File: src/shared/backlight_pkg.sv
package backlight_pkg;
	// register offsets
	localparam logic [7:0] ADDR_LED_CONTROL      = 8'h00;
	localparam logic [7:0] ADDR_BANK_CONFIG      = 8'h01;
	localparam logic [7:0] ADDR_BOOST_CONTROL    = 8'h02;
	localparam logic [7:0] ADDR_BRIGHTNESS_A     = 8'h03;
	localparam logic [7:0] ADDR_BRIGHTNESS_B     = 8'h04;
	localparam logic [7:0] ADDR_FS_CURRENT_A     = 8'h05;
	localparam logic [7:0] ADDR_FS_CURRENT_B     = 8'h06;
	localparam logic [7:0] ADDR_FILTER_STRENGTH  = 8'h50;
	// reset values
	localparam logic [7:0] RST_ZERO              = 8'h00;
	// bank configuration fields
	localparam int CFG_PWM_A_BIT                 = 0;
	localparam int CFG_PWM_B_BIT                 = 1;
	localparam int CFG_FB_A_BIT                  = 3;
	localparam int CFG_FB_B_BIT                  = 4;
	// boost control fields
	localparam int BOOST_FREQ_BIT                = 0;
	localparam int BOOST_OCL_LSB                 = 3;
	localparam int BOOST_OCL_MSB                 = 4;
	localparam int BOOST_OVL_LSB                 = 5;
	localparam int BOOST_OVL_MSB                 = 6;
	// full-scale current fields
	localparam int FS_CODE_MSB                   = 4;
	localparam int FS_HYST_BIT                   = 7;
	localparam int FS_LOWB_BIT                   = 6;
	localparam logic [1:0] HYST_TWO_CODES        = 2'h2;
	localparam logic [1:0] HYST_ONE_CODE         = 2'h1;
	localparam logic [3:0] LOWB_CODE_SIX         = 4'h6;
	localparam logic [3:0] LOWB_CODE_ALT         = 4'h0;
	// control fields
	localparam int CTL_EN_B_BIT                  = 3;
	localparam int CTL_EN_A_BIT                  = 2;
	localparam int CTL_LINEAR_BIT                = 4;
	// filter strength field width
	localparam int FILTER_MSB                    = 1;
	// two-wire bus
	localparam logic [6:0] SLAVE_ADDR            = 7'h36;
	typedef enum logic [1:0] {FREQ_500K, FREQ_1M} boost_freq_t;
endpackage

File: src/rtl/pin_sync.sv
`timescale 1ns/100ps
module pin_sync #(
	parameter int           W = 1
) (
	input  wire logic         ref_clk, // core clock
	input  wire logic         arst_n,  // async reset
	input  wire logic [W-1:0] d,       // async input
	output logic      [W-1:0] q        // synchronised level
);
	logic [W-1:0] meta_r;

	// idle bus level is high
	always_ff @(posedge ref_clk or negedge arst_n) begin
		if (!arst_n) begin
			meta_r <= '1;
			q      <= '1;
		end else begin
			meta_r <= d;
			q      <= meta_r;
		end
	end
endmodule

File: src/rtl/backlight_regs.sv
// Functional notes
// - config at 01h holds per-bank PWM/feedback enables; 09h enables bank A both.
// - boost control at 02h; 78h gives 40V limit, 1.2A limit, 500kHz.
// - boost frequency selectable between 500 kHz and 1 MHz.
// - full-scale current A at 05h, B at 06h; 14h gives 20 mA.
// - current A bit 7 set gives sampler hysteresis of two codes.
// - current A bit 6 clear gives sampler lower bound code six.
// - sampler settings in current A govern both banks.
// - control at 00h; 14h selects linear control and enables bank A.
// - brightness A at 03h, B at 04h scale bank currents.
`timescale 1ns/100ps
module backlight_regs (
	input  wire logic        ref_clk,           // 125 MHz core clock
	input  wire logic        arst_n,            // async reset, active low
	input  wire logic        scl_in,            // serial clock pin
	input  wire logic        sda_in,            // serial data pin level
	output logic             sda_out,           // serial data drive value
	output logic             sda_oe,            // serial data drive enable
	input  wire logic        pwm_in,            // brightness pwm pin
	output logic             pwm_en_a,          // bank a pwm enable
	output logic             pwm_en_b,          // bank b pwm enable
	output logic             fb_en_a,           // bank a feedback enable
	output logic             fb_en_b,           // bank b feedback enable
	output logic [1:0]       overvoltage_limit, // 16/24/32/40 V select
	output logic [1:0]       overcurrent_limit, // current limit select
	output logic             boost_freq_select, // 0: 500 kHz, 1: 1 MHz
	output logic             bank_en_a,         // bank a enable
	output logic             bank_en_b,         // bank b enable
	output logic             linear_mode,       // 1: linear, 0: exponential
	output logic [4:0]       fs_code_a,         // bank a full-scale code
	output logic [4:0]       fs_code_b,         // bank b full-scale code
	output logic [1:0]       sampler_hyst,      // sampler hysteresis, codes
	output logic [3:0]       sampler_lowb,      // sampler lower bound code
	output logic [1:0]       filter_strength,   // input filter strength
	output logic [7:0]       level_a,           // bank a brightness after pwm
	output logic [7:0]       level_b            // bank b brightness after pwm
);
	logic [7:0] led_control_r, bank_configuration_r, boost_control_r;
	logic [7:0] brightness_bank_a_r, brightness_bank_b_r;
	logic [7:0] full_scale_current_a_r, full_scale_current_b_r, input_filter_strength_r;

	logic scl_s, sda_s, pwm_s;
	pin_sync #(.W(3)) u_sync (
		.ref_clk (ref_clk),
		.arst_n  (arst_n),
		.d       ({scl_in, sda_in, pwm_in}),
		.q       ({scl_s, sda_s, pwm_s})
	);

	logic scl_d_r, sda_d_r;
	always_ff @(posedge ref_clk or negedge arst_n) begin
		if (!arst_n) begin
			scl_d_r <= 1'b1;
			sda_d_r <= 1'b1;
		end else begin
			scl_d_r <= scl_s;
			sda_d_r <= sda_s;
		end
	end
	logic scl_rise, scl_fall, start_c, stop_c;
	assign scl_rise = scl_s & ~scl_d_r;
	assign scl_fall = ~scl_s & scl_d_r;
	assign start_c  = scl_s & scl_d_r & sda_d_r & ~sda_s;
	assign stop_c   = scl_s & scl_d_r & ~sda_d_r & sda_s;

	// serial slave: address byte, register pointer, data bytes
	typedef enum logic [2:0] {S_IDLE, S_ADDR, S_ACK, S_PTR, S_DATA, S_READ, S_RACK}
		ser_state_t;
	ser_state_t st_r, st_nxt_after_ack_r;
	logic [3:0] bitcnt_r;
	logic [7:0] shift_r, ptr_r, rdata_r;
	logic       rw_r, have_ptr_r, ack_drive_r, wr_commit_r;
	logic [7:0] wr_addr_r, wr_data_r;

	logic [7:0] rd_mux;
	always_comb begin
		unique case (ptr_r)
			backlight_pkg::ADDR_LED_CONTROL:     rd_mux = led_control_r;
			backlight_pkg::ADDR_BANK_CONFIG:     rd_mux = bank_configuration_r;
			backlight_pkg::ADDR_BOOST_CONTROL:   rd_mux = boost_control_r;
			backlight_pkg::ADDR_BRIGHTNESS_A:    rd_mux = brightness_bank_a_r;
			backlight_pkg::ADDR_BRIGHTNESS_B:    rd_mux = brightness_bank_b_r;
			backlight_pkg::ADDR_FS_CURRENT_A:    rd_mux = full_scale_current_a_r;
			backlight_pkg::ADDR_FS_CURRENT_B:    rd_mux = full_scale_current_b_r;
			backlight_pkg::ADDR_FILTER_STRENGTH: rd_mux = input_filter_strength_r;
			default:                             rd_mux = backlight_pkg::RST_ZERO;
		endcase
	end

	always_ff @(posedge ref_clk or negedge arst_n) begin
		if (!arst_n) begin
			st_r               <= S_IDLE;
			st_nxt_after_ack_r <= S_IDLE;
			bitcnt_r           <= 4'h0;
			shift_r            <= 8'h00;
			ptr_r              <= 8'h00;
			rdata_r            <= 8'h00;
			rw_r               <= 1'b0;
			have_ptr_r         <= 1'b0;
			ack_drive_r        <= 1'b0;
			wr_commit_r        <= 1'b0;
			wr_addr_r          <= 8'h00;
			wr_data_r          <= 8'h00;
		end else begin
			wr_commit_r <= 1'b0;
			if (start_c) begin
				st_r        <= S_ADDR;
				bitcnt_r    <= 4'h0;
				ack_drive_r <= 1'b0;
			end else if (stop_c) begin
				st_r        <= S_IDLE;
				ack_drive_r <= 1'b0;
			end else begin
				unique case (st_r)
					S_IDLE: ;
					S_ADDR, S_PTR, S_DATA: begin
						if (scl_rise) begin
							shift_r  <= {shift_r[6:0], sda_s};
							bitcnt_r <= bitcnt_r + 4'h1;
						end
						if (scl_fall && bitcnt_r == 4'h8) begin
							bitcnt_r <= 4'h0;
							if (st_r == S_ADDR) begin
								if (shift_r[7:1] == backlight_pkg::SLAVE_ADDR) begin
									rw_r               <= shift_r[0];
									ack_drive_r        <= 1'b1;
									st_r               <= S_ACK;
									rdata_r            <= rd_mux;
									st_nxt_after_ack_r <= shift_r[0] ? S_READ : S_PTR;
								end else begin
									st_r <= S_IDLE;
								end
							end else if (st_r == S_PTR) begin
								ptr_r              <= shift_r;
								ack_drive_r        <= 1'b1;
								st_r               <= S_ACK;
								st_nxt_after_ack_r <= S_DATA;
							end else begin
								// byte is held until its ack clock ends
								wr_addr_r          <= ptr_r;
								wr_data_r          <= shift_r;
								ack_drive_r        <= 1'b1;
								st_r               <= S_ACK;
								st_nxt_after_ack_r <= S_DATA;
							end
						end
					end
					S_ACK: begin
						if (scl_fall) begin
							ack_drive_r <= 1'b0;
							st_r        <= st_nxt_after_ack_r;
							if (st_nxt_after_ack_r == S_DATA && have_ptr_r) begin
								wr_commit_r <= 1'b1;
								ptr_r       <= ptr_r + 8'h01;
							end
							have_ptr_r <= (st_nxt_after_ack_r == S_DATA);
							if (st_nxt_after_ack_r == S_READ) begin
								rdata_r <= rd_mux;
							end
						end
					end
					S_READ: begin
						if (scl_rise) begin
							bitcnt_r <= bitcnt_r + 4'h1;
						end
						if (scl_fall) begin
							if (bitcnt_r == 4'h8) begin
								bitcnt_r <= 4'h0;
								st_r     <= S_RACK;
								ptr_r    <= ptr_r + 8'h01;
							end else begin
								rdata_r <= {rdata_r[6:0], 1'b0};
							end
						end
					end
					S_RACK: begin
						// master nack ends the read; an ack waits for the fall so the
						// next byte never moves sda while scl is high
						if (scl_rise && sda_s) begin
							st_r <= S_IDLE;
						end
						if (scl_fall) begin
							st_r    <= S_READ;
							rdata_r <= rd_mux;
						end
					end
					default: st_r <= S_IDLE;
				endcase
			end
			if (start_c || stop_c || st_r == S_ADDR) begin
				have_ptr_r <= (st_r == S_ACK) ? have_ptr_r : 1'b0;
			end
		end
	end

	assign sda_oe  = ack_drive_r | (st_r == S_READ && !rdata_r[7]);
	assign sda_out = 1'b0;

	// register file, each data byte committed after its ack, pointer incrementing per byte
	always_ff @(posedge ref_clk or negedge arst_n) begin
		if (!arst_n) begin
			led_control_r           <= backlight_pkg::RST_ZERO;
			bank_configuration_r    <= backlight_pkg::RST_ZERO;
			boost_control_r         <= backlight_pkg::RST_ZERO;
			brightness_bank_a_r     <= backlight_pkg::RST_ZERO;
			brightness_bank_b_r     <= backlight_pkg::RST_ZERO;
			full_scale_current_a_r  <= backlight_pkg::RST_ZERO;
			full_scale_current_b_r  <= backlight_pkg::RST_ZERO;
			input_filter_strength_r <= backlight_pkg::RST_ZERO;
		end else if (wr_commit_r) begin
			unique case (wr_addr_r)
				backlight_pkg::ADDR_LED_CONTROL:     led_control_r <= wr_data_r;
				backlight_pkg::ADDR_BANK_CONFIG:     bank_configuration_r <= wr_data_r;
				backlight_pkg::ADDR_BOOST_CONTROL:   boost_control_r <= wr_data_r;
				backlight_pkg::ADDR_BRIGHTNESS_A:    brightness_bank_a_r <= wr_data_r;
				backlight_pkg::ADDR_BRIGHTNESS_B:    brightness_bank_b_r <= wr_data_r;
				backlight_pkg::ADDR_FS_CURRENT_A:    full_scale_current_a_r <= wr_data_r;
				backlight_pkg::ADDR_FS_CURRENT_B:    full_scale_current_b_r <= wr_data_r;
				backlight_pkg::ADDR_FILTER_STRENGTH: input_filter_strength_r <= wr_data_r;
				default: ;
			endcase
		end
	end

	// decoded settings
	assign pwm_en_a = bank_configuration_r[backlight_pkg::CFG_PWM_A_BIT];
	assign pwm_en_b = bank_configuration_r[backlight_pkg::CFG_PWM_B_BIT];
	assign fb_en_a  = bank_configuration_r[backlight_pkg::CFG_FB_A_BIT];
	assign fb_en_b  = bank_configuration_r[backlight_pkg::CFG_FB_B_BIT];
	assign overvoltage_limit =
		boost_control_r[backlight_pkg::BOOST_OVL_MSB:backlight_pkg::BOOST_OVL_LSB];
	assign overcurrent_limit =
		boost_control_r[backlight_pkg::BOOST_OCL_MSB:backlight_pkg::BOOST_OCL_LSB];
	assign boost_freq_select = boost_control_r[backlight_pkg::BOOST_FREQ_BIT];
	assign linear_mode = led_control_r[backlight_pkg::CTL_LINEAR_BIT];
	assign bank_en_a   = led_control_r[backlight_pkg::CTL_EN_A_BIT];
	assign bank_en_b   = led_control_r[backlight_pkg::CTL_EN_B_BIT];
	assign fs_code_a = full_scale_current_a_r[backlight_pkg::FS_CODE_MSB:0];
	assign fs_code_b = full_scale_current_b_r[backlight_pkg::FS_CODE_MSB:0];
	// sampler settings shared by both banks
	assign sampler_hyst = full_scale_current_a_r[backlight_pkg::FS_HYST_BIT] ?
		backlight_pkg::HYST_TWO_CODES : backlight_pkg::HYST_ONE_CODE;
	assign sampler_lowb = full_scale_current_a_r[backlight_pkg::FS_LOWB_BIT] ?
		backlight_pkg::LOWB_CODE_ALT : backlight_pkg::LOWB_CODE_SIX;
	assign filter_strength = input_filter_strength_r[backlight_pkg::FILTER_MSB:0];

	// pwm gating: a disabled bank, or a low pwm pin while that bank's pwm enable is set, forces zero
	always_ff @(posedge ref_clk or negedge arst_n) begin
		if (!arst_n) begin
			level_a <= 8'h00;
			level_b <= 8'h00;
		end else begin
			level_a <= (bank_en_a && (!pwm_en_a || pwm_s)) ? brightness_bank_a_r : 8'h00;
			level_b <= (bank_en_b && (!pwm_en_b || pwm_s)) ? brightness_bank_b_r : 8'h00;
		end
	end
endmodule

File: config.mk
export PLATFORM = sky130hd
export DESIGN_NAME = backlight_regs
export DESIGN_NICKNAME = d
export VERILOG_FILES = /design/src/shared/backlight_pkg.sv /design/src/rtl/pin_sync.sv /design/src/rtl/backlight_regs.sv
export SDC_FILE = /design/constraint.sdc
export NUM_CORES = 1
export LEC_CHECK = 0
export ABC_AREA = 1
export BUFFER_PORTS_ARGS = -buffer_cell sky130_fd_sc_hd__buf_2
export CORE_MARGIN = 2
export CORE_UTILIZATION = 45
export CTS_CLUSTER_SIZE = 10
export DETAILED_ROUTE_END_ITERATION = 16
export GPL_ROUTABILITY_DRIVEN = 1
export PLACE_DENSITY_LB_ADDON = 0.12
export SLEW_MARGIN = 25
export SYNTH_ARGS = -nofsm -noshare
export SYNTH_HDL_FRONTEND = slang
export SYNTH_HIERARCHICAL = 1
export SYNTH_SLANG_ARGS = --single-unit
File: constraint.sdc
create_clock -name ref_clk -period 1.97 [get_ports ref_clk]
set_clock_uncertainty 0.05 [all_clocks]
set_input_delay 0.394 -clock ref_clk [delete_from_list [all_inputs] [get_ports ref_clk]]
set_output_delay 0.394 -clock ref_clk [all_outputs]
set_load 0.1 [all_outputs]
==> out/metrics.yaml <==
synthArstFlopShare: 1.000
grt_max_degree: 50
endpoint_kind: "primary output"
setup_viol: 0
coreArea_um2: 14420
crit_type: "flop to primary output"
clkSinkCount: 141
max_freq_mhz: 527.9
ant_nets: 0
initial_utilization: 0.4572
clock_path_buffers: 2
portBuffers: 49
grt_antenna_before_repair: 0
multi_input_area_um2: 2603
clkLatencyLatePin_ns: 0.43
dp_slack_ns: -0.08210
track_usage: 0.2181
root_buffer: "clkbuf_16"
rows: 44
grt_pass1_wl_um: 26890
yosysWarnings: 6
syn2layout_area_growth_pct: 20.43
yosysSeqAreaShare: 0.5365
synth_top_flop_cell: "dfrtp_1"
drtIter0Drc: 302
antenna_cells: 0
power_density_nw_per_um2: 889.2
wl_um: 16370
cp_max_fo: 4
required_ns: 1.53
cap_violations: 0
layout_setup_ws_ns: 0.07567
drc_errors: 0
relSlewSlack: 0.6085
start_kind: "flop"
fin_crit_ns: 1.894
synth_edf_count: 0
rsz0062_at_grt: "yes"
syn_area_um2: 6595
pin_count: 53
fill_cells: 1331
final_util: 0.5507
vias_per_cell: 4.990
tritoncts: "built"
regArea_um2: 3542
cts-buffers-inserted: 17
hold_path_class: "flop to flop"
die_y_um: 125.1
vias: 5434
dieArea_um2: 15640
period_share: 0.9616
htreeDepth: 4
dp_hpwl_um: 11600
avgSynthCellArea_um2: 8.043
yosysUniqueCellTypes: 36
clk_pin_slew_ns: 0.06
timing.hold.ws_ns: 0.3065
drive_above_1_share: 0.1757
ys_seq_elements: 141
fin_nets: 903
cp.arrival_ns: 1.45
worst_pin_slew_ns: 0.5833
status: "complete, no violations"
netlist_instances: 820
avgRoutedWirePerCell_um: 15.03
p_leak_nw: 3.897
place.gp.congestion: 0.8541
grt_pass1_vias: 5063
ir_worst_vdd_mv: 0.6287
hold_violations: 0
fp.dieW_um: 125.1
tns_ns: 0
grt.overflow.total: 0
first_pass_iters: 4
slew_violations: 0
==> critical path: stages, from the launching register on <==
cell and delay [ns]:
dfrtp_2 0.43, inv_2 0.10, nand3_4 0.11, o21bai_4 0.19, buf_12 0.19
==> worst paths after layout <==
path                       depth (start not counted)  slack [ns]                                 end                  startpoint
max                                                4        0.08                              sda_oe         st_r[1]$_DFFE_PN0P_
min                                                0        0.31               u_sync/q[2]$_DFF_PN1_  u_sync/meta_r[2]$_DFF_PN1_
max reg2reg                                       11        0.16              rdata_r[5]$_DFFE_PN0P_        ptr_r[3]$_DFFE_PN0P_
min reg2reg                                        0        0.31               u_sync/q[2]$_DFF_PN1_  u_sync/meta_r[2]$_DFF_PN1_
max in group asynchronous                          3        0.83               u_sync/q[2]$_DFF_PN1_                      arst_n
min in group asynchronous                          2        0.43  brightness_bank_a_r[0]$_DFFE_PN0P_                      arst_n
==> layout make-up <==
cell class | instances | share of cell area
Clock inverter | 13 | 0.02647
Multi-Input combinational cell | 566 | 0.3277
Timing Repair Buffer | 88 | 0.07687
Inverter | 78 | 0.03702
Sequential cell | 141 | 0.4460
Clock buffer | 19 | 0.05703
Tap cell | 184 | 0.02899
==> registers in the layout, indices dropped and copies added (netlist names), 4 cells and up <==
name,cells
wr_addr_r,8
bitcnt_r,4
full_scale_current_b_r,8
ptr_r,8
rdata_r,8
brightness_bank_a_r,8
led_control_r,8
brightness_bank_b_r,8
wr_data_r,8
level_b,8
bank_configuration_r,8
boost_control_r,8
level_a,8
full_scale_current_a_r,8
input_filter_strength_r,8
shift_r,8
==> synthesized netlist by cell type (all sizes together), types with 2 or more instances <==
cell    number  area share
nand2      271        0.15
dfrtp      133        0.50
o21ai      112       0.086
nor2        81       0.054
inv         77       0.044
nand3       56       0.044
buf         24       0.026
clkbuf      13      0.0074
nor3         9      0.0068
a21oi        8      0.0066
dfstp        8       0.032
ha           6       0.011
nor4         5      0.0047
nand3b       2      0.0023
o211ai       2      0.0023
xor2         2      0.0027
==> layer usage <==
layer  vias to the layer above  wire, µm  part of all wire  track usage
li1                       2736         -                 -            -
met5                         -         0                 0            0
met2                       138      7540              0.46       0.3402
met4                         0       399             0.024      0.08954
met1                      2531      7657              0.47       0.3008
met3                        29       773             0.047      0.04279
==> logic make-up (layout without fill, tap and decap cells) <==
family,Yosys count,after routing,synth area share
other,1,3,0.0005686
buffers and inverters,115,198,0.07816
AO/OA/AOI/OAI,128,128,0.1015
XOR/XNOR,2,2,0.002657
adder cells (fa/ha/maj),6,6,0.01138
flip-flops,141,141,0.5365
AND/OR/NAND/NOR,427,427,0.2692
==> where the power goes <==
group          internal, mW  switching, mW
clock                  2.32           1.28
sequential             2.97         0.0553
combinational         0.145          0.297
==> through the flow <==
| step | instances | instance area (µm²) | power (mW) |
|---|---|---|---|
| finish | 1089 | 7943 | 7.063 |
| global route | 1089 | 7943 | 7.334 |
| CTS | 1083 | 7855 | 7.111 |
| detailed placement | 1045 | 7129 | 3.475 |
| global placement | 1045 | 7129 | 3.462 |
| floorplan | 822 | 6614 | 3.304 |
==> timing repair <==
item                                    in CTS  in global routing
pin swaps                                    2                  5
hold endpoints to repair                    45                  0
endpoints found under the setup margin      16                 23
hold buffers                                 4                  0
buffers inserted                             2                  6
resized for setup                            3                 15
==> placed cells by master, fill, tap and decap left out, drive strengths merged <==
| master | synthesis | layout |
|---|---|---|
| a211oi | 1 | 1 |
| a21oi | 8 | 8 |
| a22oi | 1 | 1 |
| buf | 24 | 84 |
| bufinv | 0 | 5 |
| clkbuf | 13 | 19 |
| clkinv | 1 | 4 |
| clkinvlp | 0 | 2 |
| conb | 1 | 3 |
| dfrtp | 133 | 133 |
| dfstp | 8 | 8 |
| dlygate4sd3 | 0 | 4 |
| ha | 6 | 6 |
| inv | 77 | 80 |
| nand2 | 271 | 271 |
| nand3 | 56 | 56 |
| nand3b | 2 | 2 |
| nand4 | 1 | 1 |
| nor2 | 81 | 81 |
| nor3 | 9 | 9 |
| nor3b | 1 | 1 |
| nor4 | 5 | 5 |
| o211a | 1 | 1 |
| o211ai | 2 | 2 |
| o21a | 1 | 1 |
| o21ai | 112 | 112 |
| o21bai | 1 | 1 |
| o22ai | 1 | 1 |
| or2 | 1 | 1 |
| xor2 | 2 | 2 |
Power figures use the tool's default switching activity.
